$ cat config.mk
export PLATFORM = sky130hd
export DESIGN_NAME = fpled_status
export DESIGN_NICKNAME = d
export VERILOG_FILES = /design/src/logic/fpled_pkg.sv /design/src/logic/fpled_status.sv
export SDC_FILE = /design/constraint.sdc
export NUM_CORES = 1
export LEC_CHECK = 0
export ABC_AREA = 1
export CORE_UTILIZATION = 61
export DETAILED_ROUTE_END_ITERATION = 8
export DONT_BUFFER_PORTS = 1
export GPL_TIMING_DRIVEN = 0
export HOLD_SLACK_MARGIN = 0.02
export PLACE_DENSITY_LB_ADDON = 0.2
export SYNTH_ARGS = -nofsm -noshare
export SYNTH_HDL_FRONTEND = slang
export SYNTH_SLANG_ARGS = --single-unit
$ cat constraint.sdc
create_clock -name core_clk -period 1.4 [get_ports core_clk]
set_input_delay 0.42 -clock core_clk [delete_from_list [all_inputs] [get_ports core_clk]]
set_output_delay 0.42 -clock core_clk [all_outputs]
set_load 0.05 [all_outputs]
$ cat src/logic/fpled_pkg.sv
package fpled_pkg;
    // lamp colour codes
    localparam logic [1:0] LAMP_DARK = 2'h0;
    localparam logic [1:0] LAMP_AMBER = 2'h1;
    localparam logic [1:0] LAMP_GREEN = 2'h2;
    localparam logic [1:0] LAMP_RED = 2'h3;

    localparam int ADDR_W = 8;
    localparam int DATA_W = 32;

    // register byte offsets
    localparam logic [7:0] REG_CTRL = 8'h00;
    localparam logic [7:0] REG_STATE = 8'h04;
    localparam logic [7:0] REG_IRQ_STATUS = 8'h08;
    localparam logic [7:0] REG_IRQ_MASK = 8'h0c;

    // control bits, write-only pulses
    localparam int CTRL_ARM = 0;
    localparam int CTRL_ABORT = 1;
    localparam int CTRL_DEV_RESET = 2;

    // event bits shared by status and mask
    localparam int EV_PLL = 0;
    localparam int EV_POWER = 1;
    localparam int EV_TEMP = 2;
    localparam int EV_CAL_FAIL = 3;
    localparam int EV_TRIGGER = 4;
    localparam int EV_BURST_DONE = 5;
    localparam int EV_W = 6;
    localparam logic [EV_W-1:0] IRQ_MASK_RESET = 6'h00;

    // state register field positions
    localparam int ST_ACT_LSB = 0;
    localparam int ST_ERR_LSB = 4;
    localparam int ST_CAL_ERR = 7;
    localparam int ST_ENABLED = 8;
    localparam int ST_ACC_LAMP_LSB = 12;
    localparam int ST_ACT_LAMP_LSB = 14;

    typedef enum logic [1:0] {
        FPLED_IDLE,
        FPLED_ARMED,
        FPLED_BURST
    } fpled_act_t;
endpackage

$ cat src/logic/fpled_status.sv
// Operation
// - access lamp dark until the device is functional
// - access lamp amber while host software accesses the device
// - access lamp green when functional, ready and not being accessed
// - activity lamp dark when parametric, or idle without error
// - activity lamp amber while armed, awaiting the start trigger
// - activity lamp green from start trigger through the pattern burst
// - calibration failure keeps lamp green, error held until pass or reset
// - activity lamp red whenever in an error condition
// - refuse to operate while in error until cleared or reset
// - pll unlock is a sticky error cleared only by device reset
// - power trip disables device, sticky until device reset
// - temperature trip disables device, cleared by reset or power cycle
//
// Chosen here: the address-and-strobe port and the register offsets.
module fpled_status
    import fpled_pkg::*;
(
    input wire logic core_clk,
    input wire logic rstn,
    input wire logic [fpled_pkg::ADDR_W-1:0] reg_addr,
    input wire logic [fpled_pkg::DATA_W-1:0] reg_wdata,
    input wire logic reg_wr,
    input wire logic reg_rd,
    output logic [fpled_pkg::DATA_W-1:0] reg_rdata,
    input wire logic functional,
    input wire logic host_access,
    input wire logic pin_parametric_measure_mode,
    input wire logic start_trigger,
    input wire logic burst_done,
    input wire logic cal_fail,
    input wire logic cal_pass,
    input wire logic pll_unlock,
    input wire logic power_trip,
    input wire logic temp_trip,
    input wire logic utility_reset,
    output logic device_enable,
    output logic [1:0] access_lamp,
    output logic [1:0] activity_lamp,
    output logic irq
);
    import fpled_pkg::*;

    function automatic logic hit(input logic [ADDR_W-1:0] a,
                                 input logic [7:0] off);
        hit = (a == off);
    endfunction

    fpled_act_t act;
    fpled_act_t next_act;
    logic err_pll;
    logic err_power;
    logic err_temp;
    logic cal_err;
    logic next_err_pll;
    logic next_err_power;
    logic next_err_temp;
    logic next_cal_err;
    logic [EV_W-1:0] irq_status;
    logic [EV_W-1:0] next_irq_status;
    logic [EV_W-1:0] irq_mask;
    logic [EV_W-1:0] next_irq_mask;
    logic [DATA_W-1:0] next_reg_rdata;
    logic [1:0] next_access_lamp;
    logic [1:0] next_activity_lamp;
    logic in_error;
    logic ctrl_wr;
    logic dev_reset;
    logic arm_req;
    logic abort_req;
    logic [EV_W-1:0] events;

    assign ctrl_wr = reg_wr && hit(reg_addr, REG_CTRL);
    assign dev_reset = utility_reset || (ctrl_wr && reg_wdata[CTRL_DEV_RESET]);
    assign arm_req = ctrl_wr && reg_wdata[CTRL_ARM];
    assign abort_req = ctrl_wr && reg_wdata[CTRL_ABORT];
    assign in_error = err_pll || err_power || err_temp;
    // a live trip keeps the device off even in the reset cycle
    assign device_enable = !in_error && !power_trip && !temp_trip;
    assign irq = |(irq_status & irq_mask);

    always_comb begin
        events = '0;
        events[EV_PLL] = pll_unlock;
        events[EV_POWER] = power_trip;
        events[EV_TEMP] = temp_trip;
        events[EV_CAL_FAIL] = cal_fail;
        // counted only when the engine really starts, not on a refused trigger
        events[EV_TRIGGER] = act == FPLED_ARMED && next_act == FPLED_BURST;
        events[EV_BURST_DONE] = burst_done && act == FPLED_BURST;
    end

    // sticky error flags: only a device reset clears (cal_err also by cal_pass), a live source wins
    always_comb begin
        next_err_pll = err_pll;
        next_err_power = err_power;
        next_err_temp = err_temp;
        next_cal_err = cal_err;
        if (dev_reset) begin
            next_err_pll = 1'b0;
            next_err_power = 1'b0;
            next_err_temp = 1'b0;
            next_cal_err = 1'b0;
        end
        if (cal_pass) begin
            next_cal_err = 1'b0;
        end
        if (pll_unlock) begin
            next_err_pll = 1'b1;
        end
        if (power_trip) begin
            next_err_power = 1'b1;
        end
        if (temp_trip) begin
            next_err_temp = 1'b1;
        end
        if (cal_fail) begin
            next_cal_err = 1'b1;
        end
    end

    always_ff @(posedge core_clk) begin
        if (!rstn) begin
            err_pll <= 1'b0;
            err_power <= 1'b0;
            err_temp <= 1'b0;
            cal_err <= 1'b0;
        end else begin
            err_pll <= next_err_pll;
            err_power <= next_err_power;
            err_temp <= next_err_temp;
            cal_err <= next_cal_err;
        end
    end

    // pattern engine sequencing
    always_comb begin
        next_act = act;
        case (act)
            FPLED_IDLE: begin
                if (arm_req && device_enable && !dev_reset &&
                    !pin_parametric_measure_mode) begin
                    next_act = FPLED_ARMED;
                end
            end
            FPLED_ARMED: begin
                if (start_trigger) begin
                    next_act = FPLED_BURST;
                end
            end
            FPLED_BURST: begin
                if (burst_done) begin
                    next_act = FPLED_IDLE;
                end
            end
            default: begin
                next_act = FPLED_IDLE;
            end
        endcase
        if (abort_req || dev_reset || !device_enable) begin
            next_act = FPLED_IDLE;
        end
    end

    always_ff @(posedge core_clk) begin
        if (!rstn) begin
            act <= FPLED_IDLE;
        end else begin
            act <= next_act;
        end
    end

    // lamp colour selection
    always_comb begin
        if (!functional) begin
            next_access_lamp = LAMP_DARK;
        end else if (host_access || reg_wr || reg_rd) begin
            next_access_lamp = LAMP_AMBER;
        end else begin
            next_access_lamp = LAMP_GREEN;
        end
        if (in_error) begin
            next_activity_lamp = LAMP_RED;
        end else if (pin_parametric_measure_mode) begin
            next_activity_lamp = LAMP_DARK;
        end else begin
            case (act)
                FPLED_ARMED: next_activity_lamp = LAMP_AMBER;
                // a calibration failure leaves the lamp green, not red
                FPLED_BURST: next_activity_lamp = LAMP_GREEN;
                default: next_activity_lamp = LAMP_DARK;
            endcase
        end
    end

    always_ff @(posedge core_clk) begin
        if (!rstn) begin
            access_lamp <= LAMP_DARK;
            activity_lamp <= LAMP_DARK;
        end else begin
            access_lamp <= next_access_lamp;
            activity_lamp <= next_activity_lamp;
        end
    end

    // interrupt status: write one to clear, a same-cycle event wins
    always_comb begin
        next_irq_status = irq_status;
        next_irq_mask = irq_mask;
        if (reg_wr && hit(reg_addr, REG_IRQ_STATUS)) begin
            next_irq_status = irq_status & ~reg_wdata[EV_W-1:0];
        end
        if (reg_wr && hit(reg_addr, REG_IRQ_MASK)) begin
            next_irq_mask = reg_wdata[EV_W-1:0];
        end
        next_irq_status = next_irq_status | events;
    end

    always_ff @(posedge core_clk) begin
        if (!rstn) begin
            irq_status <= '0;
            irq_mask <= IRQ_MASK_RESET;
        end else begin
            irq_status <= next_irq_status;
            irq_mask <= next_irq_mask;
        end
    end

    // read data one cycle after the strobe, zero elsewhere
    always_comb begin
        next_reg_rdata = '0;
        if (reg_rd) begin
            if (hit(reg_addr, REG_STATE)) begin
                next_reg_rdata[ST_ACT_LSB +: 2] = act;
                next_reg_rdata[ST_ERR_LSB] = err_pll;
                next_reg_rdata[ST_ERR_LSB + 1] = err_power;
                next_reg_rdata[ST_ERR_LSB + 2] = err_temp;
                next_reg_rdata[ST_CAL_ERR] = cal_err;
                next_reg_rdata[ST_ENABLED] = device_enable;
                next_reg_rdata[ST_ACC_LAMP_LSB +: 2] = access_lamp;
                next_reg_rdata[ST_ACT_LAMP_LSB +: 2] = activity_lamp;
            end else if (hit(reg_addr, REG_IRQ_STATUS)) begin
                next_reg_rdata[EV_W-1:0] = irq_status;
            end else if (hit(reg_addr, REG_IRQ_MASK)) begin
                next_reg_rdata[EV_W-1:0] = irq_mask;
            end
        end
    end

    always_ff @(posedge core_clk) begin
        if (!rstn) begin
            reg_rdata <= '0;
        end else begin
            reg_rdata <= next_reg_rdata;
        end
    end
endmodule

# [After elaboration in Yosys (flattened, before gate mapping)]
# Index checks and enable logic that the tools add are counted.
[word_totals] register_bits=54 latchBits=0 ramBits=0 romBits=0 output_inout_bits=38 elab_cells=82 mem_count=0
[op_classes] n_addsub=0 n_mul=0 n_div=0 magnitude_cmp=0 eq_ne=6 shift=0 n_mux=20 bitwise_logic=6 reduce_logical=37
[ops] cell="$mux W2" n=9
[ops] cell="$mux W6" n=3
[ops] cell="$eq A8 B4 Y1 const B" n=2
[ops] cell="$logic_and A1 B1 Y1" n=13
[ops] cell="$and A6 B6 Y6" n=2
[ops] cell="$eq A8 B3 Y1 const B" n=1
[ops] cell="$logic_not A8 Y1" n=1
[ops] cell="$logic_or A1 B1 Y1" n=7
[ops] cell="$logic_not A1 Y1" n=6
[ops] cell="$mux W1" n=6
[ops] cell="$not A6 Y6" n=1
[ops] cell="$or A6 B6 Y6" n=1
[ops] cell="$pmux W2 S3" n=1
[ops] cell="$reduce_bool A2 Y1" n=3
[ops] cell="$reduce_or A6 Y1" n=1
[ops] cell="$eq A2 B2 Y1 const B" n=2
[ops] cell="$pmux W2 S2" n=1
[ops] cell="$reduce_and A2 Y1" n=2
[ops] cell="$reduce_and A3 Y1" n=1
[ops] cell="$reduce_bool A3 Y1" n=1
[ops] cell="$reduce_or A3 Y1" n=1
[ops] cell="$eq A2 B1 Y1 const B" n=1
[ops] cell="$logic_not A2 Y1" n=1
[ops] cell="$not A1 Y1" n=2

# [Depth between registers and ports, before layout]
# Gate-level depths: netlist of run 1.
[logic_depth] depth_word=14 mapped_depth=8 ltp_nobuf=8

# [Worst setup path after synthesis of run 1]
# Ideal clock, no wire load.
[synth_path] path_type="register to output" start="register irq_status[0]" end="output irq" t_arrival_ns=1.022 required_ns=0.980 path_slack_ns=-0.042 path_stages_with_launch=5 cell_sequence="dfxtp_1 -> nand2_1 -> nand2_1 -> a221oi_1 -> nand3_1"
[synth_between] elab_chain_len=2
[synth_rtl] item="start, declared" line_no="fpled_status.sv:59" rtl="logic [EV_W-1:0] irq_status;"
[synth_rtl] item="start signal, assigned" line_no="fpled_status.sv:224" rtl="irq_status <= next_irq_status;"
[synth_rtl] item="$and A6 B6 Y6" line_no="fpled_status.sv:80" rtl="assign irq = |(irq_status & irq_mask);"
[synth_rtl] item="$reduce_or A6 Y1" line_no="fpled_status.sv:80"
[synth_rtl] item="end, declared" line_no="fpled_status.sv:40" rtl="output logic irq"
# Every way passes these cells.

# [Worst setup path in the final report of run 1]
[layout_path] start="register irq_mask[4]" end="output irq"
[layout_between] elab_chain_len=2
[layout_rtl] item="start, declared" line_no="fpled_status.sv:61" rtl="logic [EV_W-1:0] irq_mask;"
[layout_rtl] item="start signal, assigned" line_no="fpled_status.sv:225" rtl="irq_mask <= next_irq_mask;"
[layout_rtl] item="$and A6 B6 Y6" line_no="fpled_status.sv:80"
[layout_rtl] item="$reduce_or A6 Y1" line_no="fpled_status.sv:80"
# Every way passes these cells.

==> flow_summary.rst, run 1 <==
.. list-table::
   :header-rows: 1

   * - Metric
     - Value
   * - Final critical delay including setup and external delays
     - 1.70 ns
   * - Clock sink total
     - 35
   * - Number of global-route vias before repair
     - 1237
   * - Overall power consumption
     - 1950 uW
   * - Post-route antenna net violation count
     - 0
   * - Routing usage on met2
     - 45.8%
   * - Die footprint
     - 2850 sq um
   * - Area of the mapped netlist
     - 1610 sq um
   * - Maximum clock rate
     - 589 MHz
   * - GR Util met1
     - 32.2%
   * - Class of the most critical setup path
     - register to output port
   * - Post-Synthesis Mean Instance Area
     - 7.34 sq um
   * - Setup repair after global routing missed its margin
     - true
   * - Y dimension of the die
     - 53.3 um
   * - Pins over their slew limit
     - 0
   * - Commonest register cell after synthesis
     - sky130_fd_sc_hd__dfxtp_1
   * - Biggest area contributors in the synthesized netlist
     - sky130_fd_sc_hd__dfxtp_1 44%, sky130_fd_sc_hd__nand2_1 13%, sky130_fd_sc_hd__buf_4 8.9%, sky130_fd_sc_hd__a21oi_1 6.5%, sky130_fd_sc_hd__inv_1 6.3%
   * - Worst Path Required
     - 0.98 ns
   * - Crit-path max FO
     - 2
   * - Most instantiated library cell after synthesis
     - sky130_fd_sc_hd__nand2_1
   * - Fill cells
     - 179
   * - Average vias per placed instance
     - 5.09
   * - Last element of the critical path
     - irq
   * - Standby leakage power
     - 0.000883 uW
   * - Internal Pwr Total
     - 1390 uW
   * - Number of antenna violations at the first check in global routing
     - 0
   * - CP Launch Type
     - register
   * - Post-route DRC violation count
     - 0
   * - Hold Fails Final Rpt
     - 0
   * - Area fraction of the dominant cell type after synthesis
     - 43.6%
   * - Number of core rows
     - 18
   * - Clock slew seen by the registers of the worst setup and hold paths
     - 0.10 ns
   * - 1st-pass router iterations
     - 4
   * - Clock buffer depth
     - 2
   * - Setup Total Neg Slack
     - -0.558 ns
   * - Clock latency reported for the late side of the worst-skew pair
     - 0.34 ns
   * - Comb pwr share
     - 13.5%
   * - Total number of H-tree levels
     - 2
   * - Startpoint of the worst-slack reg-to-reg timing path
     - err_power
   * - DP Area
     - 1720 sq um
   * - Data arrival at the endpoint of the critical path
     - 1.28 ns
   * - Sequential Power Share
     - 54.6%
   * - Largest voltage drop on the vdd net
     - 1.03 mV
   * - Number of synthesized register bits
     - 35
   * - Initial Utilization
     - 64.9%
   * - Number of enable-type register cells in the synthesized netlist
     - 0
   * - Clock network fraction of total power
     - 31.9%
   * - Placeable core area
     - 2480 sq um
   * - Met3 track demand over resource in global routing
     - 9.77%
   * - Distinct cell type count after synthesis
     - 24
   * - Wire length per cell
     - 12.4 um
   * - Final setup skew
     - 0.00659 ns
   * - Routing layer with the top usage in global route
     - met2
   * - Share of synthesized area occupied by flip-flops and latches
     - 43.6%
   * - IO Pins
     - 93
   * - Footprint of the flip-flops and latches
     - 733 sq um
   * - CTS Root Cell
     - sky130_fd_sc_hd__clkbuf_4
   * - Yosys top cell by area
     - sky130_fd_sc_hd__dfxtp_1
   * - Type of the most critical hold path
     - input pin to register
   * - Number of cells on the worst reg-to-reg path
     - 6
   * - Switching power total
     - 557 uW
   * - Routed wire length
     - 3500 um
   * - Largest net degree at the start of global routing
     - 11
   * - Final #Nets
     - 306
   * - TritonCTS clock tree
     - yes
   * - Run status
     - complete, but fails checks
   * - Total of warnings raised by yosys
     - 0
   * - Clock buffer count from CTS
     - 5
   * - CTS Hold Bufs
     - 0
   * - Final design area excluding fillers
     - 1910 sq um
   * - Initial DRC count
     - 40
   * - Area growth syn-to-layout
     - 18.7%
   * - Setup violators final
     - 2
   * - Switching power share of the total
     - 28.6%
   * - Register-to-register path setup slack
     - 0.17 ns
   * - Tot GR Track Use
     - 27.6%
   * - Max_cap viols
     - 0
   * - Crit path from
     - irq_mask[4]
   * - Endpoint kind of the worst setup timing path
     - output port
   * - Placer congestion estimate
     - 0.844
   * - Layout cell share with drive strength beyond 1
     - 29.4%
   * - Wire length of the first global-routing pass
     - 5460 um
   * - Count of antenna diodes in the layout
     - 0
   * - List of most frequent post-synthesis cells
     - 56 x sky130_fd_sc_hd__nand2_1, 35 x sky130_fd_sc_hd__dfxtp_1, 27 x sky130_fd_sc_hd__inv_1, 21 x sky130_fd_sc_hd__a21oi_1
   * - Cell count after synthesis
     - 219
   * - Tcrit/Tclk final
     - 121%
   * - Power per unit of standard cell area
     - 1020 nW/um^2
   * - Fin worst setup slack
     - -0.299 ns
   * - Via count
     - 1434
   * - Async set-or-reset flop fraction in the synthesized netlist
     - 0%
   * - IO Port Bufs
     - 0
   * - Reg2reg end
     - act[0]
   * - Failing checks
     - negative setup slack
   * - Global-route congestion overflow total
     - 0
   * - Area of the multi-input gates
     - 744 sq um
   * - Post-DP HPWL
     - 2440 um
   * - Horizontal extent of the die
     - 53.3 um
==> metal layers <==
layer | vias up | share of wire [%]
li1 | 713 | -
met1 | 636 | 40
met2 | 71 | 50
met3 | 14 | 7.6
met4 | 0 | 2.5
met5 | - | 0
==> logic make-up after synthesis <==
logic type	count (synthesis)	synth area share (%)
DFF	35	43.6
and+or+nand+nor	107	31.0
other	1	0.233
buffers and inverters	50	16.7
AOI/OAI and AO/OA	26	8.56
==> stage by stage <==
step	hold slack [ns]	setup WS, ns	cells	utilization, %
2_1_floorplan	0.417	0.0233	237	-
3_3_place_gp	0.425	-0.0608	267	69.3
3_5_place_dp	0.426	-0.0639	267	69.3
4_1_cts	0.174	-0.336	282	75.6
5_1_grt	0.164	-0.356	282	77.0
6_report	0.178	-0.299	282	77.0
==> power groups by stage <==
stage          sequential, uW  combinational (uW)  clock [uW]
4_1_cts                  1060                 258         626
3_3_place_gp             1080                 241           0
3_5_place_dp             1080                 243           0
5_1_grt                  1070                 282         672
6_report                 1060                 264         621
2_1_floorplan            1080                 228           0
==> placed cells by master, fill, tap and decap left out, types with 2 or more instances in the layout <==
cell and n:
sky130_fd_sc_hd__nand2_1 53, sky130_fd_sc_hd__a21oi_1 21, sky130_fd_sc_hd__dfxtp_1 11, sky130_fd_sc_hd__nand3_1 18, sky130_fd_sc_hd__clkbuf_8 2, sky130_fd_sc_hd__o21ai_1 2
sky130_fd_sc_hd__nand4_1 2, sky130_fd_sc_hd__buf_4 26, sky130_fd_sc_hd__nor2_4 3, sky130_fd_sc_hd__clkbuf_1 2, sky130_fd_sc_hd__dfxtp_2 23, sky130_fd_sc_hd__nand2_2 4
sky130_fd_sc_hd__inv_1 26, sky130_fd_sc_hd__nor2_2 2, sky130_fd_sc_hd__nor2_1 19, sky130_fd_sc_hd__clkbuf_4 5, sky130_fd_sc_hd__conb_1 19, sky130_fd_sc_hd__nor3_4 2
==> cell type report <==
| cell class | instances | area share (%) |
|---|---|---|
| clock buffers | 8 | 3.61 |
| repair buffers | 7 | 2.75 |
| plain buffers | 22 | 8.52 |
| inverters | 28 | 5.70 |
| well taps | 30 | 1.97 |
| multi-input cells | 152 | 39.0 |
| flip-flops and latches | 35 | 38.4 |
==> what timing repair did <==
action,CTS,global route
pin swaps,2,5
resized for setup,15,17
setup buffers,7,0
endpoints found under the setup margin,7,14
gates cloned,0,0
==> critical path: stages (launching register included) <==
cell and delay, ns:
sky130_fd_sc_hd__dfxtp_2 0.34, sky130_fd_sc_hd__nand2_2 0.06, sky130_fd_sc_hd__nand2_2 0.06, sky130_fd_sc_hd__a221oi_4 0.24
sky130_fd_sc_hd__nand3_4 0.23
==> registers in the layout, summed over array words and instances (netlist names) <==
signal and count:
access_lamp 2, cal_err 1, err_power 1, irq_mask 6
irq_status 6, act 2, err_temp 1, activity_lamp 2
reg_rdata 13, err_pll 1
==> worst min-delay path by stage <==
stage             from              to  depth (start not counted)
2_1_floorplan  cal_err    reg_rdata[7]                          2
3_3_place_gp   cal_err    reg_rdata[7]                          2
3_5_place_dp   cal_err    reg_rdata[7]                          2
4_1_cts           rstn  access_lamp[1]                          2
5_1_grt           rstn  access_lamp[1]                          2
6_report          rstn  access_lamp[1]                          2
(Power assumes the default switching activity.)
==> run 2: changes to the inputs <==
--- a/config.mk
+++ b/config.mk
@@ -9,7 +9,6 @@
 export CORE_UTILIZATION = 61
 export DETAILED_ROUTE_END_ITERATION = 8
 export DONT_BUFFER_PORTS = 1
-export GPL_TIMING_DRIVEN = 0
 export HOLD_SLACK_MARGIN = 0.02
 export PLACE_DENSITY_LB_ADDON = 0.2
 export SYNTH_ARGS = -nofsm -noshare
==> flow_summary.rst, run 2 (synthesis results as in run 1) <==
.. list-table::
   :header-rows: 1

   * - Metric
     - Value
   * - CP Launch Type
     - register
   * - Registers with the most flip-flops
     - reg_rdata (13), irq_mask (6), irq_status (6)
   * - Clock buffer depth
     - 2 (unchanged)
   * - Maximum clock rate
     - 591 MHz (+0.30%)
   * - Via count
     - 1382 (-3.6%)
   * - Register ranked first by flip-flop count
     - reg_rdata
   * - Number of cells on the worst reg-to-reg path
     - 7 (+1)
   * - Post-route DRC violation count
     - 0 (unchanged)
   * - Pins over their slew limit
     - 0 (unchanged)
   * - Cell type group with the largest total delay on the critical path
     - flip-flops
   * - Initial Utilization
     - 64.9% (unchanged)
   * - CP cell instances
     - nand2_1 -> nand2_1 -> a221oi_2 -> nand3_2 -> buf_6
   * - 1st-pass router iterations
     - 4 (unchanged)
   * - Clock sink total
     - 35 (unchanged)
   * - Largest voltage drop on the vdd net
     - 0.974 mV (-5.4%)
   * - Run status
     - complete, but fails checks
   * - Number of flip-flops under the largest register name
     - 13 (unchanged)
   * - Number of gates on the worst path with buffers counted
     - 5 (+1)
   * - Tot GR Track Use
     - 26.2% (-1.3 points)
   * - Most frequent standard cell in the layout excluding fill and tap cells
     - sky130_fd_sc_hd__nand2_1
   * - Clock slew seen by the registers of the worst setup and hold paths
     - 0.11 ns (about the same)
   * - Data arrival at the endpoint of the critical path
     - 1.27 ns (about the same)
   * - Largest net degree at the start of global routing
     - 18 (+7)
   * - Final setup skew
     - 0.00814 ns (+0.00155 ns)
   * - Global-route congestion overflow total
     - 0 (unchanged)
   * - TritonCTS clock tree
     - yes
   * - Crit path from
     - irq_status[0]
   * - Average vias per placed instance
     - 5.22 (+2.6%)
   * - Final #Nets
     - 289 (-5.6%)
   * - Worst slack after detailed placement
     - -0.0952 ns (-0.0313 ns)
   * - Tcrit/Tclk final
     - 121% (-0.36 points)
   * - CP Buf/Inv Count
     - 1 (+1)
   * - Hold Fails Final Rpt
     - 0 (unchanged)
   * - Top library cells by usage in the layout, fill and taps aside
     - 55 x sky130_fd_sc_hd__nand2_1, 26 x sky130_fd_sc_hd__inv_1, 21 x sky130_fd_sc_hd__a21oi_1, 21 x sky130_fd_sc_hd__dfxtp_2
   * - Final critical delay including setup and external delays
     - 1.69 ns (-0.00509 ns)
   * - Max stage delay on crit path
     - 0.34 ns (about the same)
   * - Crit-path max FO
     - 3 (+1)
   * - Placeable core area
     - 2480 sq um (unchanged)
   * - Register-to-register path setup slack
     - 0.17 ns (about the same)
   * - Horizontal extent of the die
     - 53.3 um (unchanged)
   * - Worst-path cell with the longest stage delay
     - sky130_fd_sc_hd__dfxtp_2
   * - Post-route antenna net violation count
     - 0 (unchanged)
   * - Wire length of the first global-routing pass
     - 5230 um (-4.2%)
   * - Last element of the critical path
     - irq
   * - Fin worst setup slack
     - -0.293 ns (+0.00509 ns)
   * - Routed wire length
     - 3300 um (-5.7%)
   * - Clock buffer count from CTS
     - 5 (unchanged)
   * - Number of global-route vias before repair
     - 1267 (+2.4%)
   * - Area growth syn-to-layout
     - 9.42%
   * - Standby leakage power
     - 0.000795 uW (-10%)
   * - Worst Path Required
     - 0.98 ns (about the same)
   * - Initial DRC count
     - 49 (+23%)
   * - Y dimension of the die
     - 53.3 um (unchanged)
   * - Reg2reg end
     - act[0]
   * - IO Pins
     - 93 (unchanged)
   * - Power per unit of standard cell area
     - 1030 nW/um^2 (+0.92%)
   * - Setup violators final
     - 2 (unchanged)
   * - Count of antenna diodes in the layout
     - 0 (unchanged)
   * - Placer congestion estimate
     - 0.836 (-0.96%)
   * - Die footprint
     - 2850 sq um (unchanged)
   * - Wire length per cell
     - 12.5 um (+0.31%)
   * - Failing checks
     - negative setup slack
   * - Max_cap viols
     - 0 (unchanged)
   * - CTS Root Cell
     - sky130_fd_sc_hd__clkbuf_4
   * - Class of the most critical setup path
     - register to output port
   * - Setup repair after global routing missed its margin
     - true
   * - Number of core rows
     - 18 (unchanged)
   * - Post-DP HPWL
     - 2440 um (+0.23%)
   * - Number of antenna violations at the first check in global routing
     - 0 (unchanged)
   * - Layout cell share with drive strength beyond 1
     - 22.1% (-7.2 points)
   * - Core occupancy in the finished layout
     - 71.0% (-6.0 points)
   * - Most frequent CP cell
     - sky130_fd_sc_hd__nand2_1
   * - Startpoint of the worst-slack reg-to-reg timing path
     - err_pll
   * - IO Port Bufs
     - 0 (unchanged)
   * - Total number of H-tree levels
     - 2 (unchanged)
   * - Fill cells
     - 217 (+21%)
   * - Clock latency reported for the late side of the worst-skew pair
     - 0.34 ns (about the same)
   * - Endpoint kind of the worst setup timing path
     - output port
   * - Type of the most critical hold path
     - input pin to register
-- run 2: worst min path at each step --
stage | startpoint | endpoint | slack [ns] | cells past startpoint
CTS | rstn | access_lamp[1] | 0.18 | 2
floorplan | cal_err | reg_rdata[7] | 0.42 | 2
global placement | cal_err | reg_rdata[7] | 0.43 | 2
finish | rstn | access_lamp[1] | 0.17 | 2
global route | rstn | access_lamp[1] | 0.17 | 2
detailed placement | cal_err | reg_rdata[7] | 0.43 | 2
-- run 2: cell type report --
class | count | area [sq um] | share of cell area (%)
clock inverter | 1 | 5.00 | 0.284
multi-input combinational | 152 | 721 | 41.0
clock buffer | 7 | 45.0 | 2.56
tap | 30 | 37.5 | 2.13
sequential | 35 | 727 | 41.3
inverter | 28 | 105 | 5.97
timing repair buffer | 12 | 119 | 6.76
-- run 2: metal layers --
layer | track usage (%) | wire [um] | vias to the layer above
met5 | 0 | 0 | -
met4 | 11.8 | 34 | 0
met3 | 8.05 | 241 | 6
met2 | 44.8 | 1720 | 64
met1 | 29.4 | 1310 | 632
li1 | - | - | 680
-- run 2: what timing repair did --
item,4_1_cts,5_1_grt
resized for setup,12,13
pin swaps,2,0
setup buffers,2,0
endpoints found under the setup margin,6,14
hold buffers,0,0
-- run 2: report_power, final --
part	total [uW]	internal, uW	switching (uW)
Combinational	232	47.4	185
Sequential	1050	1020	34.2
Clock	526	196	331
Total	1810	1260	549
-- run 2: stage by stage --
stage | total power [uW] | hold WS [ns] | std cells | TNS (ns) | instance area (sq um)
6_report | 1810 | 0.175 | 265 | -0.519 | 1760
5_1_grt | 1870 | 0.166 | 265 | -0.643 | 1760
4_1_cts | 1800 | 0.177 | 265 | -0.542 | 1740
3_5_place_dp | 1300 | 0.428 | 255 | -0.0952 | 1660
3_3_place_gp | 1290 | 0.426 | 255 | -0.00254 | 1660
2_1_floorplan | 1310 | 0.417 | 237 | 0 | 1680
